<file path="src/pfc_pkg.sv">
/*
  pfc_pkg: constants, types and register map of the port pin function block.
  assumes a 20 MHz system clock and word-aligned Avalon-MM byte addresses.
*/
package pfc_pkg;
  // port widths
  localparam int unsigned FIRST_W  = 8;           // first port bits
  localparam int unsigned SECOND_W = 7;           // second port bits
  localparam int unsigned THIRD_W  = 8;           // third port bits
  // special pin positions
  localparam int unsigned OSC_IN_BIT  = 6;        // first port pin six
  localparam int unsigned OSC_OUT_BIT = 7;        // first port pin seven
  localparam int unsigned RST_PIN_BIT = 6;        // second port top pin
  // clock and reset filter timing
  localparam int unsigned CLK_MHZ          = 20;  // system clock rate
  localparam int unsigned RST_MIN_PULSE_NS = 2500; // minimum reset pulse, ns
  localparam int unsigned RST_MIN_CYCLES   = (RST_MIN_PULSE_NS * CLK_MHZ + 999) / 1000;
  localparam int unsigned RST_CNT_W        = 12;  // filter counter width
  // bus shape
  localparam int unsigned ADDR_W = 8;             // byte address bits
  localparam int unsigned DATA_W = 32;            // data bits
  // register byte offsets
  localparam logic [7:0] FIRST_OUT_OFS   = 8'h00; // first port output data
  localparam logic [7:0] FIRST_DIR_OFS   = 8'h04; // first port direction
  localparam logic [7:0] FIRST_PULL_OFS  = 8'h08; // first port pull-up enable
  localparam logic [7:0] FIRST_PIN_OFS   = 8'h0c; // first port pin level
  localparam logic [7:0] SECOND_OUT_OFS  = 8'h10; // second port output data
  localparam logic [7:0] SECOND_DIR_OFS  = 8'h14; // second port direction
  localparam logic [7:0] SECOND_PULL_OFS = 8'h18; // second port pull-up enable
  localparam logic [7:0] SECOND_PIN_OFS  = 8'h1c; // second port pin level
  localparam logic [7:0] THIRD_OUT_OFS   = 8'h20; // third port output data
  localparam logic [7:0] THIRD_DIR_OFS   = 8'h24; // third port direction
  localparam logic [7:0] THIRD_PULL_OFS  = 8'h28; // third port pull-up enable
  localparam logic [7:0] THIRD_PIN_OFS   = 8'h2c; // third port pin level
  localparam logic [7:0] ASYNC_CTRL_OFS  = 8'h30; // async timer clock select
  localparam logic [7:0] FUNC_STAT_OFS   = 8'h34; // pin function status
  // status bit positions
  localparam int unsigned STAT_RSTFN_BIT = 0;     // reset pin function active
  localparam int unsigned STAT_XTAL_BIT  = 1;     // crystal owns osc pins
  localparam int unsigned STAT_TOSC_BIT  = 2;     // timer osc owns osc pins
  localparam int unsigned STAT_PINRST_BIT = 3;    // reset seen, high in the cycle after any reset
  // reset values
  localparam logic [7:0] PORT_RST = 8'h00;        // all registers clear
  localparam logic [31:0] DATA_RST = 32'h0000_0000; // read data at reset

  // bus handshake states, one-hot
  typedef enum logic [1:0] {
    PFC_IDLE = 2'b01,                             // waiting for a request
    PFC_ACK  = 2'b10                              // answering, waitrequest low
  } pfc_bus_t;

  // avalon request from master
  typedef struct packed {
    logic [ADDR_W-1:0] address;                   // byte address
    logic              read;                      // read strobe
    logic              write;                     // write strobe
    logic [DATA_W-1:0] writedata;                 // write data
  } pfc_avs_req_t;

  // avalon answer to master
  typedef struct packed {
    logic [DATA_W-1:0] readdata;                  // read data
    logic              waitrequest;               // stall, high until answer
  } pfc_avs_rsp_t;

  // pad drive of an eight-bit port
  typedef struct packed {
    logic [7:0] out;                              // pad output level
    logic [7:0] oeN;                              // low drives the pad
    logic [7:0] pull;                             // pull-up on
  } pfc_pad8_t;

  // pad drive of the seven-bit port
  typedef struct packed {
    logic [6:0] out;                              // pad output level
    logic [6:0] oeN;                              // low drives the pad
    logic [6:0] pull;                             // pull-up on
  } pfc_pad7_t;

  // configuration of one port as software sets it
  typedef struct packed {
    logic [7:0] out;                              // output data
    logic [7:0] dir;                              // one drives
    logic [7:0] pull;                             // pull-up request
  } pfc_cfg_t;
endpackage : pfc_pkg

</file>
<file path="src/pfc_port_ctrl.sv">
/*
  pfc_port_ctrl: three general-purpose ports with pull-ups, reset pin and
  oscillator pin functions, registers over Avalon-MM with waitrequest.
  assumes pins are synchronous to clk; pad wire levels are resolved outside.
  // Contract
  // - first port: eight pins, per-bit pull-ups
  // - second port: seven pins, per-bit pull-ups
  // - third port: eight pins, per-bit pull-ups
  // - any reset releases every pin asynchronously
  // - reset-disable fuse makes top pin ordinary
  // - long low on reset pin resets
  // - clock fuses give pins six, seven oscillator
  // - RC clock plus select: timer oscillator
*/
`timescale 1ns/10ps
module pfc_port_ctrl #(
  parameter int unsigned RST_CYCLES = pfc_pkg::RST_MIN_CYCLES // reset pin filter length
) (
  input  wire logic                clk,           // system clock
  input  wire logic                nrst,          // power-on reset, active low
  input  pfc_pkg::pfc_avs_req_t    avsReq,        // avalon request
  output pfc_pkg::pfc_avs_rsp_t    avsRsp,        // avalon answer
  input  wire logic                resetPinDisableFuse, // one: top pin is i/o
  input  wire logic                crystalClockFuse,    // one: crystal clocks chip
  input  wire logic                internalRcFuse,      // one: RC clocks chip
  input  wire logic [7:0]          firstPin,      // first port pad levels
  input  wire logic [6:0]          secondPin,     // second port pad levels
  input  wire logic [7:0]          thirdPin,      // third port pad levels
  output pfc_pkg::pfc_pad8_t       firstPad,      // first port pad drive
  output pfc_pkg::pfc_pad7_t       secondPad,     // second port pad drive
  output pfc_pkg::pfc_pad8_t       thirdPad,      // third port pad drive
  output logic                     oscAmpIn,      // pin six to oscillator amp
  output logic                     timerOscIn,    // pin six to timer oscillator
  output logic                     resetOut       // chip reset, active high
);
  import pfc_pkg::*;

  // whole state of the block
  typedef struct packed {
    pfc_bus_t      bus;                           // handshake state
    pfc_avs_rsp_t  rsp;                           // bus answer
    pfc_cfg_t      first;                         // first port settings
    pfc_cfg_t      second;                        // second port settings
    pfc_cfg_t      third;                         // third port settings
    logic          asyncSel;                      // async timer clock select
    pfc_pad8_t     firstPad;                      // first pad drive
    pfc_pad7_t     secondPad;                     // second pad drive
    pfc_pad8_t     thirdPad;                      // third pad drive
    logic          oscAmpIn;                      // oscillator feed
    logic          timerOscIn;                    // timer oscillator feed
    logic          resetOut;                      // reset seen
  } pfc_state_t;

  pfc_state_t st_q;                               // registered state
  pfc_state_t st_d;                               // next state

  logic        pinRst;                            // filtered reset pin request
  logic        rstN;                              // combined reset, active low
  logic        rstFn;                             // top pin is reset input
  logic        xtalOwn;                           // crystal owns osc pins
  logic        toscOwn;                           // timer osc owns osc pins
  logic [7:0]  oscMask;                           // first port bits taken away
  logic [6:0]  rstMask;                           // second port bit taken away
  logic [31:0] rdMux;                             // read data select
  logic [31:0] statWord;                          // pin function status

  // pin function selection from fuses and select bit
  assign rstFn   = !resetPinDisableFuse;
  assign xtalOwn = crystalClockFuse;
  assign toscOwn = internalRcFuse && st_q.asyncSel;
  assign oscMask = (xtalOwn || toscOwn) ? 8'hc0 : 8'h00;
  assign rstMask = rstFn ? 7'h40 : 7'h00;

  // long low on the reset pin becomes a reset request
  pfc_rst_filter #(
    .MIN_CYCLES (RST_CYCLES)
  ) u_rst_filter (
    .clk      (clk),
    .nrst     (nrst),
    .enable   (rstFn),
    .pinLevel (secondPin[RST_PIN_BIT]),
    .rstReq   (pinRst)
  );

  // either source of reset clears the block and releases the pins
  assign rstN = nrst && !pinRst;

  // status word of pin functions
  always_comb begin
    statWord = DATA_RST;
    statWord[STAT_RSTFN_BIT]  = rstFn;
    statWord[STAT_XTAL_BIT]   = xtalOwn;
    statWord[STAT_TOSC_BIT]   = toscOwn;
    statWord[STAT_PINRST_BIT] = st_q.resetOut;
  end

  // read data decode, unmapped reads zero
  always_comb begin
    case (avsReq.address)
      FIRST_OUT_OFS:   rdMux = {24'h000000, st_q.first.out};
      FIRST_DIR_OFS:   rdMux = {24'h000000, st_q.first.dir};
      FIRST_PULL_OFS:  rdMux = {24'h000000, st_q.first.pull};
      FIRST_PIN_OFS:   rdMux = {24'h000000, firstPin};
      SECOND_OUT_OFS:  rdMux = {25'h0000000, st_q.second.out[6:0]};
      SECOND_DIR_OFS:  rdMux = {25'h0000000, st_q.second.dir[6:0]};
      SECOND_PULL_OFS: rdMux = {25'h0000000, st_q.second.pull[6:0]};
      SECOND_PIN_OFS:  rdMux = {25'h0000000, secondPin};
      THIRD_OUT_OFS:   rdMux = {24'h000000, st_q.third.out};
      THIRD_DIR_OFS:   rdMux = {24'h000000, st_q.third.dir};
      THIRD_PULL_OFS:  rdMux = {24'h000000, st_q.third.pull};
      THIRD_PIN_OFS:   rdMux = {24'h000000, thirdPin};
      ASYNC_CTRL_OFS:  rdMux = {31'h00000000, st_q.asyncSel};
      FUNC_STAT_OFS:   rdMux = statWord;
      default:         rdMux = DATA_RST;          // unmapped address
    endcase
  end

  // next state: bus handshake, register writes, pad drive
  always_comb begin
    st_d = st_q;
    case (st_q.bus)
      PFC_IDLE: begin                             // take a request
        if (avsReq.read || avsReq.write) begin
          st_d.bus             = PFC_ACK;
          st_d.rsp.waitrequest = 1'b0;
          st_d.rsp.readdata    = avsReq.read ? rdMux : DATA_RST;
        end
      end
      PFC_ACK: begin                              // master samples answer here
        st_d.bus             = PFC_IDLE;
        st_d.rsp.waitrequest = 1'b1;
        if (avsReq.write) begin
          case (avsReq.address)
            FIRST_OUT_OFS:   st_d.first.out   = avsReq.writedata[7:0];
            FIRST_DIR_OFS:   st_d.first.dir   = avsReq.writedata[7:0];
            FIRST_PULL_OFS:  st_d.first.pull  = avsReq.writedata[7:0];
            SECOND_OUT_OFS:  st_d.second.out  = {1'b0, avsReq.writedata[6:0]};
            SECOND_DIR_OFS:  st_d.second.dir  = {1'b0, avsReq.writedata[6:0]};
            SECOND_PULL_OFS: st_d.second.pull = {1'b0, avsReq.writedata[6:0]};
            THIRD_OUT_OFS:   st_d.third.out   = avsReq.writedata[7:0];
            THIRD_DIR_OFS:   st_d.third.dir   = avsReq.writedata[7:0];
            THIRD_PULL_OFS:  st_d.third.pull  = avsReq.writedata[7:0];
            ASYNC_CTRL_OFS:  st_d.asyncSel    = avsReq.writedata[0];
            default:         st_d.asyncSel    = st_q.asyncSel; // read-only or unmapped
          endcase
        end
      end
      default: begin                              // illegal code, recover
        st_d.bus             = PFC_IDLE;
        st_d.rsp.waitrequest = 1'b1;
      end
    endcase
    // first port: drive when output, pull-up only as input; osc pins released
    st_d.firstPad.oeN  = ~st_q.first.dir | oscMask;
    st_d.firstPad.out  = st_q.first.out & st_q.first.dir & ~oscMask;
    st_d.firstPad.pull = st_q.first.pull & ~st_q.first.dir & ~oscMask;
    // second port: top pin is an input with pull-up while it serves reset
    st_d.secondPad.oeN  = ~st_q.second.dir[6:0] | rstMask;
    st_d.secondPad.out  = st_q.second.out[6:0] & st_q.second.dir[6:0] & ~rstMask;
    st_d.secondPad.pull = (st_q.second.pull[6:0] & ~st_q.second.dir[6:0]) | rstMask;
    // third port: plain i/o
    st_d.thirdPad.oeN  = ~st_q.third.dir;
    st_d.thirdPad.out  = st_q.third.out & st_q.third.dir;
    st_d.thirdPad.pull = st_q.third.pull & ~st_q.third.dir;
    // oscillator feeds from pin six
    st_d.oscAmpIn   = xtalOwn && firstPin[OSC_IN_BIT];
    st_d.timerOscIn = toscOwn && !xtalOwn && firstPin[OSC_IN_BIT];
    st_d.resetOut   = 1'b0;
  end

  // state register; reset releases pins without waiting for clk
  always_ff @(posedge clk or negedge rstN) begin
    if (!rstN) begin
      st_q                     <= '0;
      st_q.bus                 <= PFC_IDLE;
      st_q.rsp.waitrequest     <= 1'b1;
      st_q.firstPad.oeN        <= 8'hff;
      st_q.secondPad.oeN       <= 7'h7f;
      st_q.thirdPad.oeN        <= 8'hff;
      st_q.resetOut            <= 1'b1;
    end else begin
      st_q <= st_d;
    end
  end

  assign avsRsp     = st_q.rsp;
  assign firstPad   = st_q.firstPad;
  assign secondPad  = st_q.secondPad;
  assign thirdPad   = st_q.thirdPad;
  assign oscAmpIn   = st_q.oscAmpIn;
  assign timerOscIn = st_q.timerOscIn;
  assign resetOut   = st_q.resetOut;

  // pins released in the first cycle after any reset
  pins_released_a: assert property (@(posedge clk) disable iff (!rstN)
    $past(st_q.resetOut) |-> (&firstPad.oeN && &secondPad.oeN && &thirdPad.oeN))
    else $error("pins driven after reset");
  // pull-up follows the pull bit on an input of the first port
  first_pull_a: assert property (@(posedge clk) disable iff (!rstN)
    firstPad.pull[0] == $past(st_q.first.pull[0] && !st_q.first.dir[0]))
    else $error("first port pull wrong");
  // second port low pin drives exactly when set as output
  second_drive_a: assert property (@(posedge clk) disable iff (!rstN)
    secondPad.oeN[0] == $past(!st_q.second.dir[0])) else $error("second drive wrong");
  // third port output level follows data when driving
  third_out_a: assert property (@(posedge clk) disable iff (!rstN)
    (!thirdPad.oeN[3]) |-> thirdPad.out[3] == $past(st_q.third.out[3]))
    else $error("third out wrong");
  // reset pin never driven while serving reset, once pads left reset values
  reset_pin_a: assert property (@(posedge clk) disable iff (!rstN)
    ($past(rstFn) && !st_q.resetOut) |-> (secondPad.oeN[6] && secondPad.pull[6]))
    else $error("reset pin driven");
  // crystal takes both oscillator pins
  xtal_pins_a: assert property (@(posedge clk) disable iff (!rstN)
    $past(xtalOwn) |-> (firstPad.oeN[7:6] == 2'b11 && firstPad.pull[7:6] == 2'b00))
    else $error("osc pins used as i/o");
  // timer oscillator feed needs RC clock and select
  tosc_feed_a: assert property (@(posedge clk) disable iff (!rstN)
    timerOscIn |-> $past(internalRcFuse && st_q.asyncSel)) else $error("timer osc feed");
  // one cycle of waitrequest low after each taken request
  bus_answer_a: assert property (@(posedge clk) disable iff (!rstN)
    (st_q.bus == PFC_IDLE && (avsReq.read || avsReq.write))
      |=> !avsRsp.waitrequest ##1 avsRsp.waitrequest) else $error("bus answer timing");
  // write lands on the answer edge
  bus_write_a: assert property (@(posedge clk) disable iff (!rstN)
    (!avsRsp.waitrequest && avsReq.write && avsReq.address == ASYNC_CTRL_OFS)
      |=> st_q.asyncSel == $past(avsReq.writedata[0])) else $error("write lost");

  bus_read_c:  cover property (@(posedge clk) disable iff (!rstN)
    !avsRsp.waitrequest && avsReq.read);
  tosc_on_c:   cover property (@(posedge clk) disable iff (!rstN) timerOscIn);
  drive_out_c: cover property (@(posedge clk) disable iff (!rstN) !firstPad.oeN[0]);
endmodule : pfc_port_ctrl

</file>
<file path="src/pfc_rst_filter.sv">
/*
  pfc_rst_filter: qualifies a low level on the reset pin by a minimum length.
  assumes the pin level is synchronous to clk and nrst is the power-on reset.
*/
`timescale 1ns/10ps
module pfc_rst_filter #(
  parameter int unsigned MIN_CYCLES = pfc_pkg::RST_MIN_CYCLES // qualifying low length
) (
  input  wire logic clk,                          // system clock
  input  wire logic nrst,                         // power-on reset, active low
  input  wire logic enable,                       // reset pin function active
  input  wire logic pinLevel,                     // reset pin level
  output logic      rstReq                        // reset request, level
);
  import pfc_pkg::*;

  // filter state
  typedef struct packed {
    logic [RST_CNT_W-1:0] cnt;                    // low cycles seen
    logic                 req;                    // request output
  } pfc_flt_t;

  pfc_flt_t st_q;                                 // registered state
  pfc_flt_t st_d;                                 // next state

  localparam logic [RST_CNT_W-1:0] LIMIT = RST_CNT_W'(MIN_CYCLES); // count target

  // count low cycles, fire once the limit is reached
  always_comb begin
    st_d = st_q;
    if (!enable || pinLevel) begin                // pin high or function off
      st_d.cnt = '0;
      st_d.req = 1'b0;
    end else if (st_q.cnt < LIMIT) begin          // still qualifying
      st_d.cnt = st_q.cnt + 1'b1;
    end else begin                                // held long enough
      st_d.req = 1'b1;
    end
  end

  // state register
  always_ff @(posedge clk or negedge nrst) begin
    if (!nrst) begin
      st_q <= '0;
    end else begin
      st_q <= st_d;
    end
  end

  assign rstReq = st_q.req;

  // request only after the full low length
  filter_length_a: assert property (@(posedge clk) disable iff (!nrst)
    $rose(st_q.req) |-> st_q.cnt == LIMIT) else $error("reset request too early");
  // request drops when the pin returns high
  filter_release_a: assert property (@(posedge clk) disable iff (!nrst)
    (st_q.req && enable && pinLevel) |=> !st_q.req) else $error("request stuck");
  filter_fire_c: cover property (@(posedge clk) disable iff (!nrst) $rose(st_q.req));
endmodule : pfc_rst_filter
</file>
<file path="config.mk">
export PLATFORM = sky130hd
export DESIGN_NAME = pfc_port_ctrl
export DESIGN_NICKNAME = d
export VERILOG_FILES = /design/src/pfc_pkg.sv /design/src/pfc_port_ctrl.sv /design/src/pfc_rst_filter.sv
export SDC_FILE = /design/constraint.sdc
export NUM_CORES = 1
export LEC_CHECK = 0
export BUFFER_PORTS_ARGS = -buffer_cell sky130_fd_sc_hd__buf_4
export CAP_MARGIN = 30
export CORE_UTILIZATION = 58
export DETAILED_ROUTE_END_ITERATION = 8
export PLACE_DENSITY = 0.85
export SYNTH_ARGS = -nofsm -noshare
export SYNTH_HDL_FRONTEND = slang
export SYNTH_SLANG_ARGS = --single-unit
export TNS_END_PERCENT = 10
</file>
<file path="constraint.sdc">
create_clock -name clk -period 18.1 [get_ports clk]
set_input_delay 1.81 -clock clk [delete_from_list [all_inputs] [get_ports clk]]
set_output_delay 1.81 -clock clk [all_outputs]
set_load 0.02 [all_outputs]
</file>
==> reports/qor.yml, run 1 <==
floorplan:
  initial_core_util_pct: 60.0
  core-area_um2: 12700
  die-height_um: 117
  num_io_pins: 175
  rows: 41
  dieArea_um2: 13600
  die_x_um: 117
logic_synthesis:
  synth_top_area_share_pct: 45.9
  yosysTopAreaCell: "dfrtp_1"
  synth.distinct_cells: 55
  synth_warnings: 0
  ys_seq_elements: 165
  synth_area_um2: 7630
  syn_area_per_cell_um2: 11.7
  ys.flop_type: "dfrtp_1"
  ys_seq_area_share_pct: 54.5
  postSynth.asyncResetShare_pct: 100
  netlist_instances: 653
  synth_area_leaders: "dfrtp_1 46%, buf_4 10%, dfstp_2 8.6%"
  synth_enable_flop_cells: 0
final_layout:
  drive_gt1_share_pct: 37.0
  syn2layout_area_growth_pct: 14.2
  instances_no_fill: 883
  fill_cells: 935
  antennaDiodeCount: 0
  final_common_cell: "dfrtp_1"
  final_cell_mix: "140 x dfrtp_1, 131 x buf_4, 56 x mux2_2"
  fin_nets: 769
drt:
  drt-wirelength-per-cell_um: 19.4
  drc_errors: 0
  wirelength_mm: 17.2
  postRouteAntennaNets: 0
  drt_iter0_drc: 342
  vias_per_cell: 5.52
  routed-via-count: 4870
  dr.pass1.iters: 5
clock_tree:
  cts-buffers-inserted: 17
  cts_hold_buf: 0
  clock_latency_ns: 0.43
  cts-root-buf: "clkbuf_16"
  cts.sinks: 165
  clockBufferDepth: 2
  postCtsSetupRepairBufs: 0
  clk_pin_slew_ns: 0.06
  cts_resized: 0
  cts_max_level: 4
  cts_tree: "built"
power:
  switchingPower_w: 0.000190
  power.internal_w: 0.000647
  switching_share_pct: 22.7
  p_per_area_nw_per_um2: 96.1
  seqPwrFrac_pct: 45.9
  p_clk_share_pct: 46.2
  comb_power_share_pct: 7.9
  p_leak_nw: 4.33
  total_power_w: 0.000838
  vdd_ir_drop_max_mv: 0.0663
timing:
  tightest_slew_ns: 0.997
  fmax_ghz: 0.261
  setup_viol: 0
  slew_headroom_pct: 32.9
  drv_slew: 0
  final.period_utilization_pct: 21.2
  skew_ns: 0.00972
  rsz0062_at_grt: "false"
  setup_tns_ns: 0
  min_period_ns: 3.83
  hold_viol_final: 0
  setup_ws_ns: 14.27
placed_design:
  place_inst: 850
  gp_congestion: 0.994
  dpl_worst_slack_ns: 13.92
  dpl.hpwl_mm: 12.1
  numPortBuffers: 126
worst_setup_path:
  cp-start-kind: "primary input"
  rr_worst_depth: 4
  r2r_end: "st_q[135]$_DFFE_PN0P_"
  endpoint: "st_q[142]$_DFFE_PN0P_"
  worstSetupPathType: "in2reg"
  worstPathArrival_ns: 4.14
  end_kind: "flop"
  startpoint: "avsReq[35]"
  critPathMaxFanout: 11
  reg2reg_slack_ns: 15.83
  reg2reg_from: "st_q[178]$_DFFE_PN1P_"
  crit_required_ns: 18.41
global_route:
  grt_pass1_wl_mm: 26.4
  grt_max_degree: 82
  grt_pass1_vias: 4785
  antenna_found_initial: 0
  overflow: 0
  track_usage_pct: 27.1
hold_path:
  worstHoldPathType: "reg2reg"
job:
  cap_violations: 0
status:
  outcome: "finished clean"
## critical path, cell delays in order
cell	delay, ns
buf_4	0.12
nor2_1	0.64
nand2_1	0.40
nor2_1	0.27
nand2_1	0.45
mux2_2	0.46
## logic make-up (layout without fill, tap and decap cells)
group                      Yosys count  count (layout)  share of synthesized area [%]
muxes                               82              82                           12.5
buffers and inverters              155             189                           12.8
DFF                                165             165                           54.5
adders and majority gates            1               1                          0.164
AOI/OAI and AO/OA                   77              77                           6.59
other                                1              25                         0.0492
xor gates and xnor gates             4               4                          0.459
and+or+nand+nor                    168             168                           12.9
## registers in the layout (all words and copies together) (netlist names)
name / cells
avsRsp: 8
firstPad: 24
oscAmpIn: 1
resetOut: 1
secondPad: 21
st_q: 72
thirdPad: 24
timerOscIn: 1
u_rst_filter.rstReq: 1
u_rst_filter.st_q: 12
## cell usage after synthesis (all sizes together), types with 17 or more instances
| cell | instances |
|---|---|
| and2 | 27 |
| buf | 113 |
| clkbuf | 18 |
| dfrtp | 140 |
| dfstp | 25 |
| inv | 24 |
| mux2 | 63 |
| mux2i | 17 |
| nand2 | 38 |
| nor2 | 22 |
| nor2b | 24 |
| o21ai | 31 |
## layout make-up
type                    count  area, µm²  area share (%)
inverters                  24       90.1            1.03
well taps                 172        215            2.47
clock inverters            12        204            2.34
flip-flops and latches    165       4160            47.7
clock buffers              20        437            5.01
multi-input cells         357       2590            29.7
repair buffers            133       1020            11.7
## routing by layer
layer,part of all wire (%),track usage [%],vias to the layer above
met5,0,0,-
met3,7.0,5.92,28
met1,41,35.7,2437
met2,50,44.0,201
li1,-,-,2204
met4,2.2,10.9,0
## metrics by stage
stage	hold WS, ns	util [%]	instance area, µm²
detailed placement	0.434	63.2	8050
global placement	0.428	63.2	8040
finish	0.436	68.5	8710
floorplan	0.402	-	7720
global route	0.471	68.5	8710
CTS	0.441	68.3	8690
## power by group through the flow
stage	Clock (W)	Combinational (W)	Sequential (W)
floorplan	0	0.0000481	0.000389
global placement	0	0.0000638	0.000390
detailed placement	0	0.0000656	0.000391
CTS	0.000393	0.0000659	0.000384
global route	0.000407	0.0000728	0.000385
finish	0.000387	0.0000664	0.000384
## how the worst min path moves through the flow
stage / start / end / cells past startpoint
final: st_q[84]$_DFFE_PN0P_ / thirdPad[11]$_DFF_PN1_ / 1
after global routing: st_q[109]$_DFFE_PN0P_ / secondPad[11]$_DFF_PN1_ / 1
after CTS: st_q[84]$_DFFE_PN0P_ / thirdPad[11]$_DFF_PN1_ / 1
after detailed placement: st_q[84]$_DFFE_PN0P_ / thirdPad[11]$_DFF_PN1_ / 1
after global placement: st_q[88]$_DFFE_PN0P_ / thirdPad[15]$_DFF_PN1_ / 1
after floorplan: st_q[88]$_DFFE_PN0P_ / thirdPad[15]$_DFF_PN1_ / 1
(Power assumes the default switching activity.)
==> inputs of run 2 (changes only) <==
ABC_AREA = 1   (was not set)
CORE_UTILIZATION = 54   (was 58)
PLACE_DENSITY = 0.8   (was 0.85)
clock period = 3.9 ns   (was 18.1 ns; I/O delays follow)
==> reports/qor.yml, run 2 <==
floorplan:
  core-area_um2: 13800  # was 12,700 µm²
  die-height_um: 121  # was 117 µm
  rows: 43  # was 41
  dieArea_um2: 14600  # was 13,600 µm²
  die_x_um: 121  # was 117 µm
  initial_core_util_pct: 55.2  # was 60.0%
  num_io_pins: 175  # unchanged
clock_tree:
  cts_resized: 0  # unchanged
  cts_max_level: 4  # unchanged
  cts_tree: "built"  # unchanged
  cts-root-buf: "clkbuf_16"  # unchanged
  clockBufferDepth: 2  # unchanged
  clock_latency_ns: 0.43  # about the same
  cts-buffers-inserted: 17  # unchanged
  clk_pin_slew_ns: 0.06  # about the same
  cts.sinks: 165  # unchanged
placed_design:
  dpl.hpwl_mm: 12.2  # was 12.1 mm
  gp_congestion: 0.897  # was 0.994
  place_inst: 1113  # was 850
  numPortBuffers: 126  # unchanged
timing:
  tightest_slew_ns: 0.683  # was 0.997 ns
  worst_hold_slack_ns: 0.154  # was 0.436 ns
  slew_headroom_pct: 54.4  # was 32.9%
  rsz0062_at_grt: "false"  # unchanged
  final.period_utilization_pct: 45.1
  fmax_ghz: 0.569
  setup_viol: 0  # unchanged
  min_period_ns: 1.76
  hold_viol_final: 0  # unchanged
  skew_ns: 0.00592  # was 0.00972 ns
  setup_tns_ns: 0  # unchanged
  drv_slew: 0  # unchanged
logic_synthesis:
  yosysMostFrequentCell: "nand2_1"  # was dfrtp_1
  synth_common_cells: "244 x nand2_1, 140 x dfrtp_1, 105 x inv_1"  # was 140 x dfrtp_1, 103 x buf_4, 56 x mux2_2
  netlist_instances: 897  # was 653
  syn_area_per_cell_um2: 8.51  # was 11.7 µm²
  yosysTopAreaCell: "dfrtp_1"  # unchanged
  synth_warnings: 0  # unchanged
  synth_enable_flop_cells: 0  # unchanged
  postSynth.asyncResetShare_pct: 100  # unchanged
  ys.flop_type: "dfrtp_1"  # unchanged
  synth_top_area_share_pct: 45.9  # about the same
  synth_area_um2: 7640  # was 7630 µm²
  ys_seq_area_share_pct: 54.5  # about the same
  synth_area_leaders: "dfrtp_1 46%, nand2_1 12%, buf_4 10%"  # was dfrtp_1 46%, buf_4 10%, dfstp_2 8.6%
  ys_seq_elements: 165  # unchanged
  synth.distinct_cells: 25  # was 55
final_layout:
  fin_nets: 1025  # was 769
  post-route-util_pct: 63.6  # was 68.5%
  final_cell_mix: "244 x nand2_1, 140 x dfrtp_1, 128 x buf_4"  # was 140 x dfrtp_1, 131 x buf_4, 56 x mux2_2
  fill_cells: 1171  # was 935
  instances_no_fill: 1147  # was 883
  antennaDiodeCount: 0  # unchanged
  syn2layout_area_growth_pct: 15.1  # was 14.2%
  drive_gt1_share_pct: 23.4  # was 37.0%
  largest-register: "st_q"  # unchanged
  top_regs: "st_q x72, firstPad x24, thirdPad x24"  # unchanged
  largest_register_ffs: 72  # unchanged
  multiInputGateArea_um2: 2270  # was 2590 µm²
  register_area_um2: 4160  # unchanged
  final_common_cell: "nand2_1"  # was dfrtp_1
hold_path:
  worstHoldPathCells: 2  # was 1
  worstHoldPathType: "in2reg"  # was reg2reg
worst_setup_path:
  crit_required_ns: 4.26  # was 18.41 ns
  rr_worst_depth: 4  # unchanged
  slowest_delay_ns: 0.55  # was 0.64 ns
  worstPathArrival_ns: 2.12  # was 4.14 ns
  crit_cells: 12  # was 6
  cp_num_buf_inv: 3  # was 1
  crit_top_cell: "nand2_1"
  path_cells: "buf_4 > inv_2 > nand2_2 > nor2_4 > nand2_1 > o21ai_0 > nor2_1 > nand3_1 > nand2_1 > inv_2 > nand2_1 > nand2_1"  # was buf_4 > nor2_1 > nand2_1 > nor2_1 > nand2_1 > mux2_2
  worstSetupPathType: "in2reg"  # unchanged
  cp_slowest_cell: "nor2_4"  # was nor2_1
  crit_family: "simple AND/OR/NAND/NOR gates"  # unchanged
  cp-start-kind: "primary input"  # unchanged
  end_kind: "flop"  # unchanged
  critPathMaxFanout: 26  # was 11
drt:
  postRouteAntennaNets: 0  # unchanged
  vias_per_cell: 4.95  # was 5.52
  drt-wirelength-per-cell_um: 15.3  # was 19.4 µm
  routed-via-count: 5675  # was 4,870
  drc_errors: 0  # unchanged
  wirelength_mm: 17.6  # was 17.2 mm
  dr.pass1.iters: 8  # was 5
  drt_iter0_drc: 573  # was 342
power:
  vdd_ir_drop_max_mv: 0.261  # was 0.0663 mV
  total_power_w: 0.00386  # was 0.000838 W
  p_per_area_nw_per_um2: 439  # was 96.1 nW/µm²
  p_leak_nw: 4.64  # was 4.33 nW
global_route:
  track_usage_pct: 25.5  # was 27.1%
  antenna_found_initial: 0  # unchanged
  grt_max_degree: 59  # was 82
  grt_pass1_vias: 5296  # was 4,785
  overflow: 0  # unchanged
  grt_pass1_wl_mm: 27.6  # was 26.4 mm
status:
  outcome: "finished clean"  # unchanged
job:
  cap_violations: 0  # unchanged
[run 2: metrics by stage]
stage	area (µm²)	setup slack, ns
floorplan	7730	0.536
global placement	8110	1.82
detailed placement	8110	1.79
CTS	8760	1.95
global route	8790	2.01
finish	8790	2.14
[run 2: worst paths after layout]
kind	slack, ns	start	to
hold / removal	0.15	resetPinDisableFuse	secondPad[13]$_DFF_PN1_
setup / recovery	2.14	avsReq[34]	avsRsp[3]$_DFFE_PN0P_
min in group asynchronous	0.35	nrst	u_rst_filter.st_q[10]$_DFFE_PN0P_
max in group asynchronous	2.27	nrst	firstPad[15]$_DFF_PN1_
setup reg to reg	2.22	st_q[179]$_DFFE_PN0P_	st_q[114]$_DFFE_PN0P_
hold reg to reg	0.37	u_rst_filter.rstReq$_DFFE_PN0P_	secondPad[1]$_DFF_PN0_
[run 2: cell type report]
type | count | area share [%]
clock buffer | 20 | 5.08
inverter | 120 | 5.12
sequential | 165 | 47.3
clock inverter | 12 | 2.29
timing repair buffer | 132 | 11.8
multi-input combinational | 518 | 25.8
tap | 180 | 2.56
[run 2: cell families (layout without fill, tap and decap cells)]
| family | Yosys count | count (layout) | synth area share (%) |
|---|---|---|---|
| and+or+nand+nor | 401 | 401 | 22.2 |
| buffers and inverters | 238 | 284 | 17.1 |
| DFF | 165 | 165 | 54.5 |
| AOI/OAI and AO/OA | 90 | 90 | 5.93 |
| adders and majority gates | 1 | 1 | 0.164 |
| other | 1 | 25 | 0.0491 |
| muxes | 1 | 1 | 0.131 |
[run 2: worst reg2reg max path, stage by stage, from the launching register on]
cell and delay, ns:
dfrtp_1 0.34, nand2_1 0.09, nor2_4 0.35, nand3_1 0.47
o21ai_0 0.34
[run 2: what timing repair did]
action,in CTS,in global routing
buffers inserted,0,0
hold buffers,1,0
endpoints found under the hold margin,13,0
[run 2: layer usage]
| layer | GRT usage [%] | part of all wire (%) | routed length (µm) |
|---|---|---|---|
| met1 | 34.6 | 42 | 7420 |
| met2 | 40.5 | 49 | 8530 |
| met3 | 5.97 | 7.3 | 1280 |
| met4 | 8.87 | 1.8 | 320 |
| met5 | 0 | 0 | 0 |
[run 2: report_power, final]
part / internal (W) / switching (W)
clock: 0.00115 / 0.000674
sequential: 0.00175 / 0.0000248
combinational: 0.0000781 / 0.000177
total: 0.00298 / 0.000875
==> inputs of run 3 (changes only) <==
ABC_AREA = 0   (was 1)
clock period = 1.7 ns   (was 3.9 ns; I/O delays follow)
==> reports/qor.yml, run 3 (synthesis results as in run 1) <==
status:
  outcome: "finished clean"  # unchanged
power:
  vdd_ir_drop_max_mv: 0.740  # was 0.261 mV
  p_per_area_nw_per_um2: 953  # was 439 nW/µm²
  p_leak_nw: 4.64  # about the same
timing:
  final.period_utilization_pct: 99.1
  setup_viol: 0  # unchanged
  drv_slew: 0  # unchanged
  rsz0062_at_grt: "true"  # was false
  fmax_ghz: 0.594
  hold_viol_final: 0  # unchanged
  min_period_ns: 1.68
  tightest_slew_ns: 0.600  # was 0.683 ns
  setup_ws_ns: 0.0158  # was 2.14 ns
  slew_headroom_pct: 60.0  # was 54.4%
  skew_ns: 0.00990  # was 0.00592 ns
drt:
  drc_errors: 0  # unchanged
  dr.pass1.iters: 4  # was 8
  postRouteAntennaNets: 0  # unchanged
  drt-wirelength-per-cell_um: 18.8  # was 15.3 µm
  routed-via-count: 4990  # was 5,675
  drt_iter0_drc: 229  # was 573
  vias_per_cell: 5.23  # was 4.95
  wirelength_mm: 17.9  # was 17.6 mm
clock_tree:
  cts-root-buf: "clkbuf_16"  # unchanged
  clockBufferDepth: 2  # unchanged
  cts-buffers-inserted: 17  # unchanged
  clk_pin_slew_ns: 0.06  # about the same
  clock_latency_ns: 0.42  # was 0.43 ns
  cts.sinks: 165  # unchanged
  cts_max_level: 4  # unchanged
  cts_tree: "built"  # unchanged
global_route:
  antenna_found_initial: 0  # unchanged
  grt_max_degree: 52  # was 59
  grt_pass1_vias: 5095  # was 5,296
  overflow: 0  # unchanged
  grt_pass1_wl_mm: 27.9  # was 27.6 mm
  track_usage_pct: 26.1  # was 25.5%
floorplan:
  rows: 43  # unchanged
  die-height_um: 121  # about the same
  num_io_pins: 175  # unchanged
  core-area_um2: 13800  # unchanged
  initial_core_util_pct: 55.2  # about the same
  die_x_um: 121  # about the same
  dieArea_um2: 14600  # about the same
final_layout:
  top_regs: "st_q x72, firstPad x24, thirdPad x24"  # unchanged
  final_common_cell: "buf_4"  # was nand2_1
  fin_nets: 832  # was 1,025
  largest_register_ffs: 72  # unchanged
  final_cell_mix: "185 x buf_4, 140 x dfrtp_1, 56 x mux2_2"  # was 244 x nand2_1, 140 x dfrtp_1, 128 x buf_4
  drive_gt1_share_pct: 42.6  # was 23.4%
  antennaDiodeCount: 0  # unchanged
  largest-register: "st_q"  # unchanged
  fill_cells: 1029  # was 1,171
  final_cell_area_um2: 9250  # was 8790 µm²
  syn2layout_area_growth_pct: 21.2  # was 15.1%
worst_setup_path:
  crit_family: "simple AND/OR/NAND/NOR gates"  # unchanged
  startpoint: "u_rst_filter.st_q[9]$_DFFE_PN0P_"  # was avsReq[34]
  crit_top_cell: "buf_4"  # was nand2_1
  cp_num_buf_inv: 2  # was 3
  path_cells: "or4_4 > nor4_4 > buf_4 > buf_4 > xnor2_1 > nor2_1"  # was buf_4 > inv_2 > nand2_2 > nor2_4 > nand2_1 > o21ai_0 > nor2_1 > nand3_1 > nand2_1 > inv_2 > nand2_1 > nand2_1
  reg2reg_from: "u_rst_filter.st_q[9]$_DFFE_PN0P_"  # was st_q[179]$_DFFE_PN0P_
  worstPathArrival_ns: 1.99  # was 2.12 ns
  cp_slowest_cell: "or4_4"  # was nor2_4
  cp-start-kind: "flop"  # was primary input
  crit_required_ns: 2.00  # was 4.26 ns
  end_kind: "flop"  # unchanged
  critPathMaxFanout: 4  # was 26
  slowest_delay_ns: 0.55  # about the same
  worstSetupPathType: "reg2reg"  # was in2reg
placed_design:
  dpl_worst_slack_ns: -0.182  # was 1.79 ns
  postPlaceCellArea_um2: 8580  # was 8110 µm²
  gp_congestion: 0.941  # was 0.897
  numPortBuffers: 126  # unchanged
  dpl.hpwl_mm: 13.4  # was 12.2 mm
hold_path:
  hp-start: "avsReq[7]"  # was resetPinDisableFuse
  worstHoldPathType: "in2reg"  # unchanged
job:
  cap_violations: 0  # unchanged
-- run 3: per-stage QoR --
stage	std cells	hold slack, ns	total power, W	utilization (%)	TNS (ns)
after floorplan	677	-0.126	0.00466	-	-234.81
after global placement	918	0.0141	0.00495	62.0	-3.62
after detailed placement	918	0.0271	0.00497	62.0	-5.27
after CTS	953	0.00455	0.00887	66.7	0
after global routing	954	0.0162	0.00913	66.9	-0.343
final	954	0.0125	0.00881	66.9	0
-- run 3: power by group --
part	switching [W]	leakage, nW	internal (W)	total [W]
logic	0.000495	2.21	0.000337	0.000832
registers	0.0000595	2.14	0.00403	0.00409
clock network	0.00156	0.292	0.00233	0.00389
-- run 3: worst paths after layout --
path,to,slack [ns],cells past startpoint
worst max-delay path,u_rst_filter.st_q[1]$_DFFE_PN0P_,0.02,6
worst min-delay path,st_q[88]$_DFFE_PN0P_,0.01,3
worst max register to register,u_rst_filter.st_q[1]$_DFFE_PN0P_,0.02,6
worst min register to register,firstPad[4]$_DFF_PN0_,0.38,1
max in group asynchronous,thirdPad[14]$_DFF_PN1_,0.51,4
min in group asynchronous,u_rst_filter.st_q[3]$_DFFE_PN0P_,0.13,2
-- run 3: worst reg2reg max path: stages, from the launching register on --
cell and delay [ns]:
dfrtp_1 0.37, or4_4 0.55, nor4_4 0.17, buf_4 0.18, buf_4 0.11, xnor2_1 0.11
nor2_1 0.07
-- run 3: repair_timing --
action,in CTS,in global routing
setup buffers,1,1
pin swaps,3,2
endpoints found under the hold margin,20,0
hold buffers,2,0
resized for setup,3,6
endpoints found under the setup margin,7,25
-- run 3: cell type report --
type	instances	area, µm²	share of cell area [%]
clock inverters	14	176	1.91
inverters	24	90.1	0.974
well taps	180	225	2.44
flip-flops and latches	165	4160	45.0
multi-input cells	357	2600	28.1
repair buffers	196	1560	16.9
clock buffers	18	429	4.64
-- run 3: per-layer routing --
layer,track usage (%),up-vias,part of all wire [%]
li1,-,2318,-
met1,34.5,2467,44
met2,41.4,177,48
met3,7.05,28,6.0
met4,9.80,0,2.4
met5,0,-,0
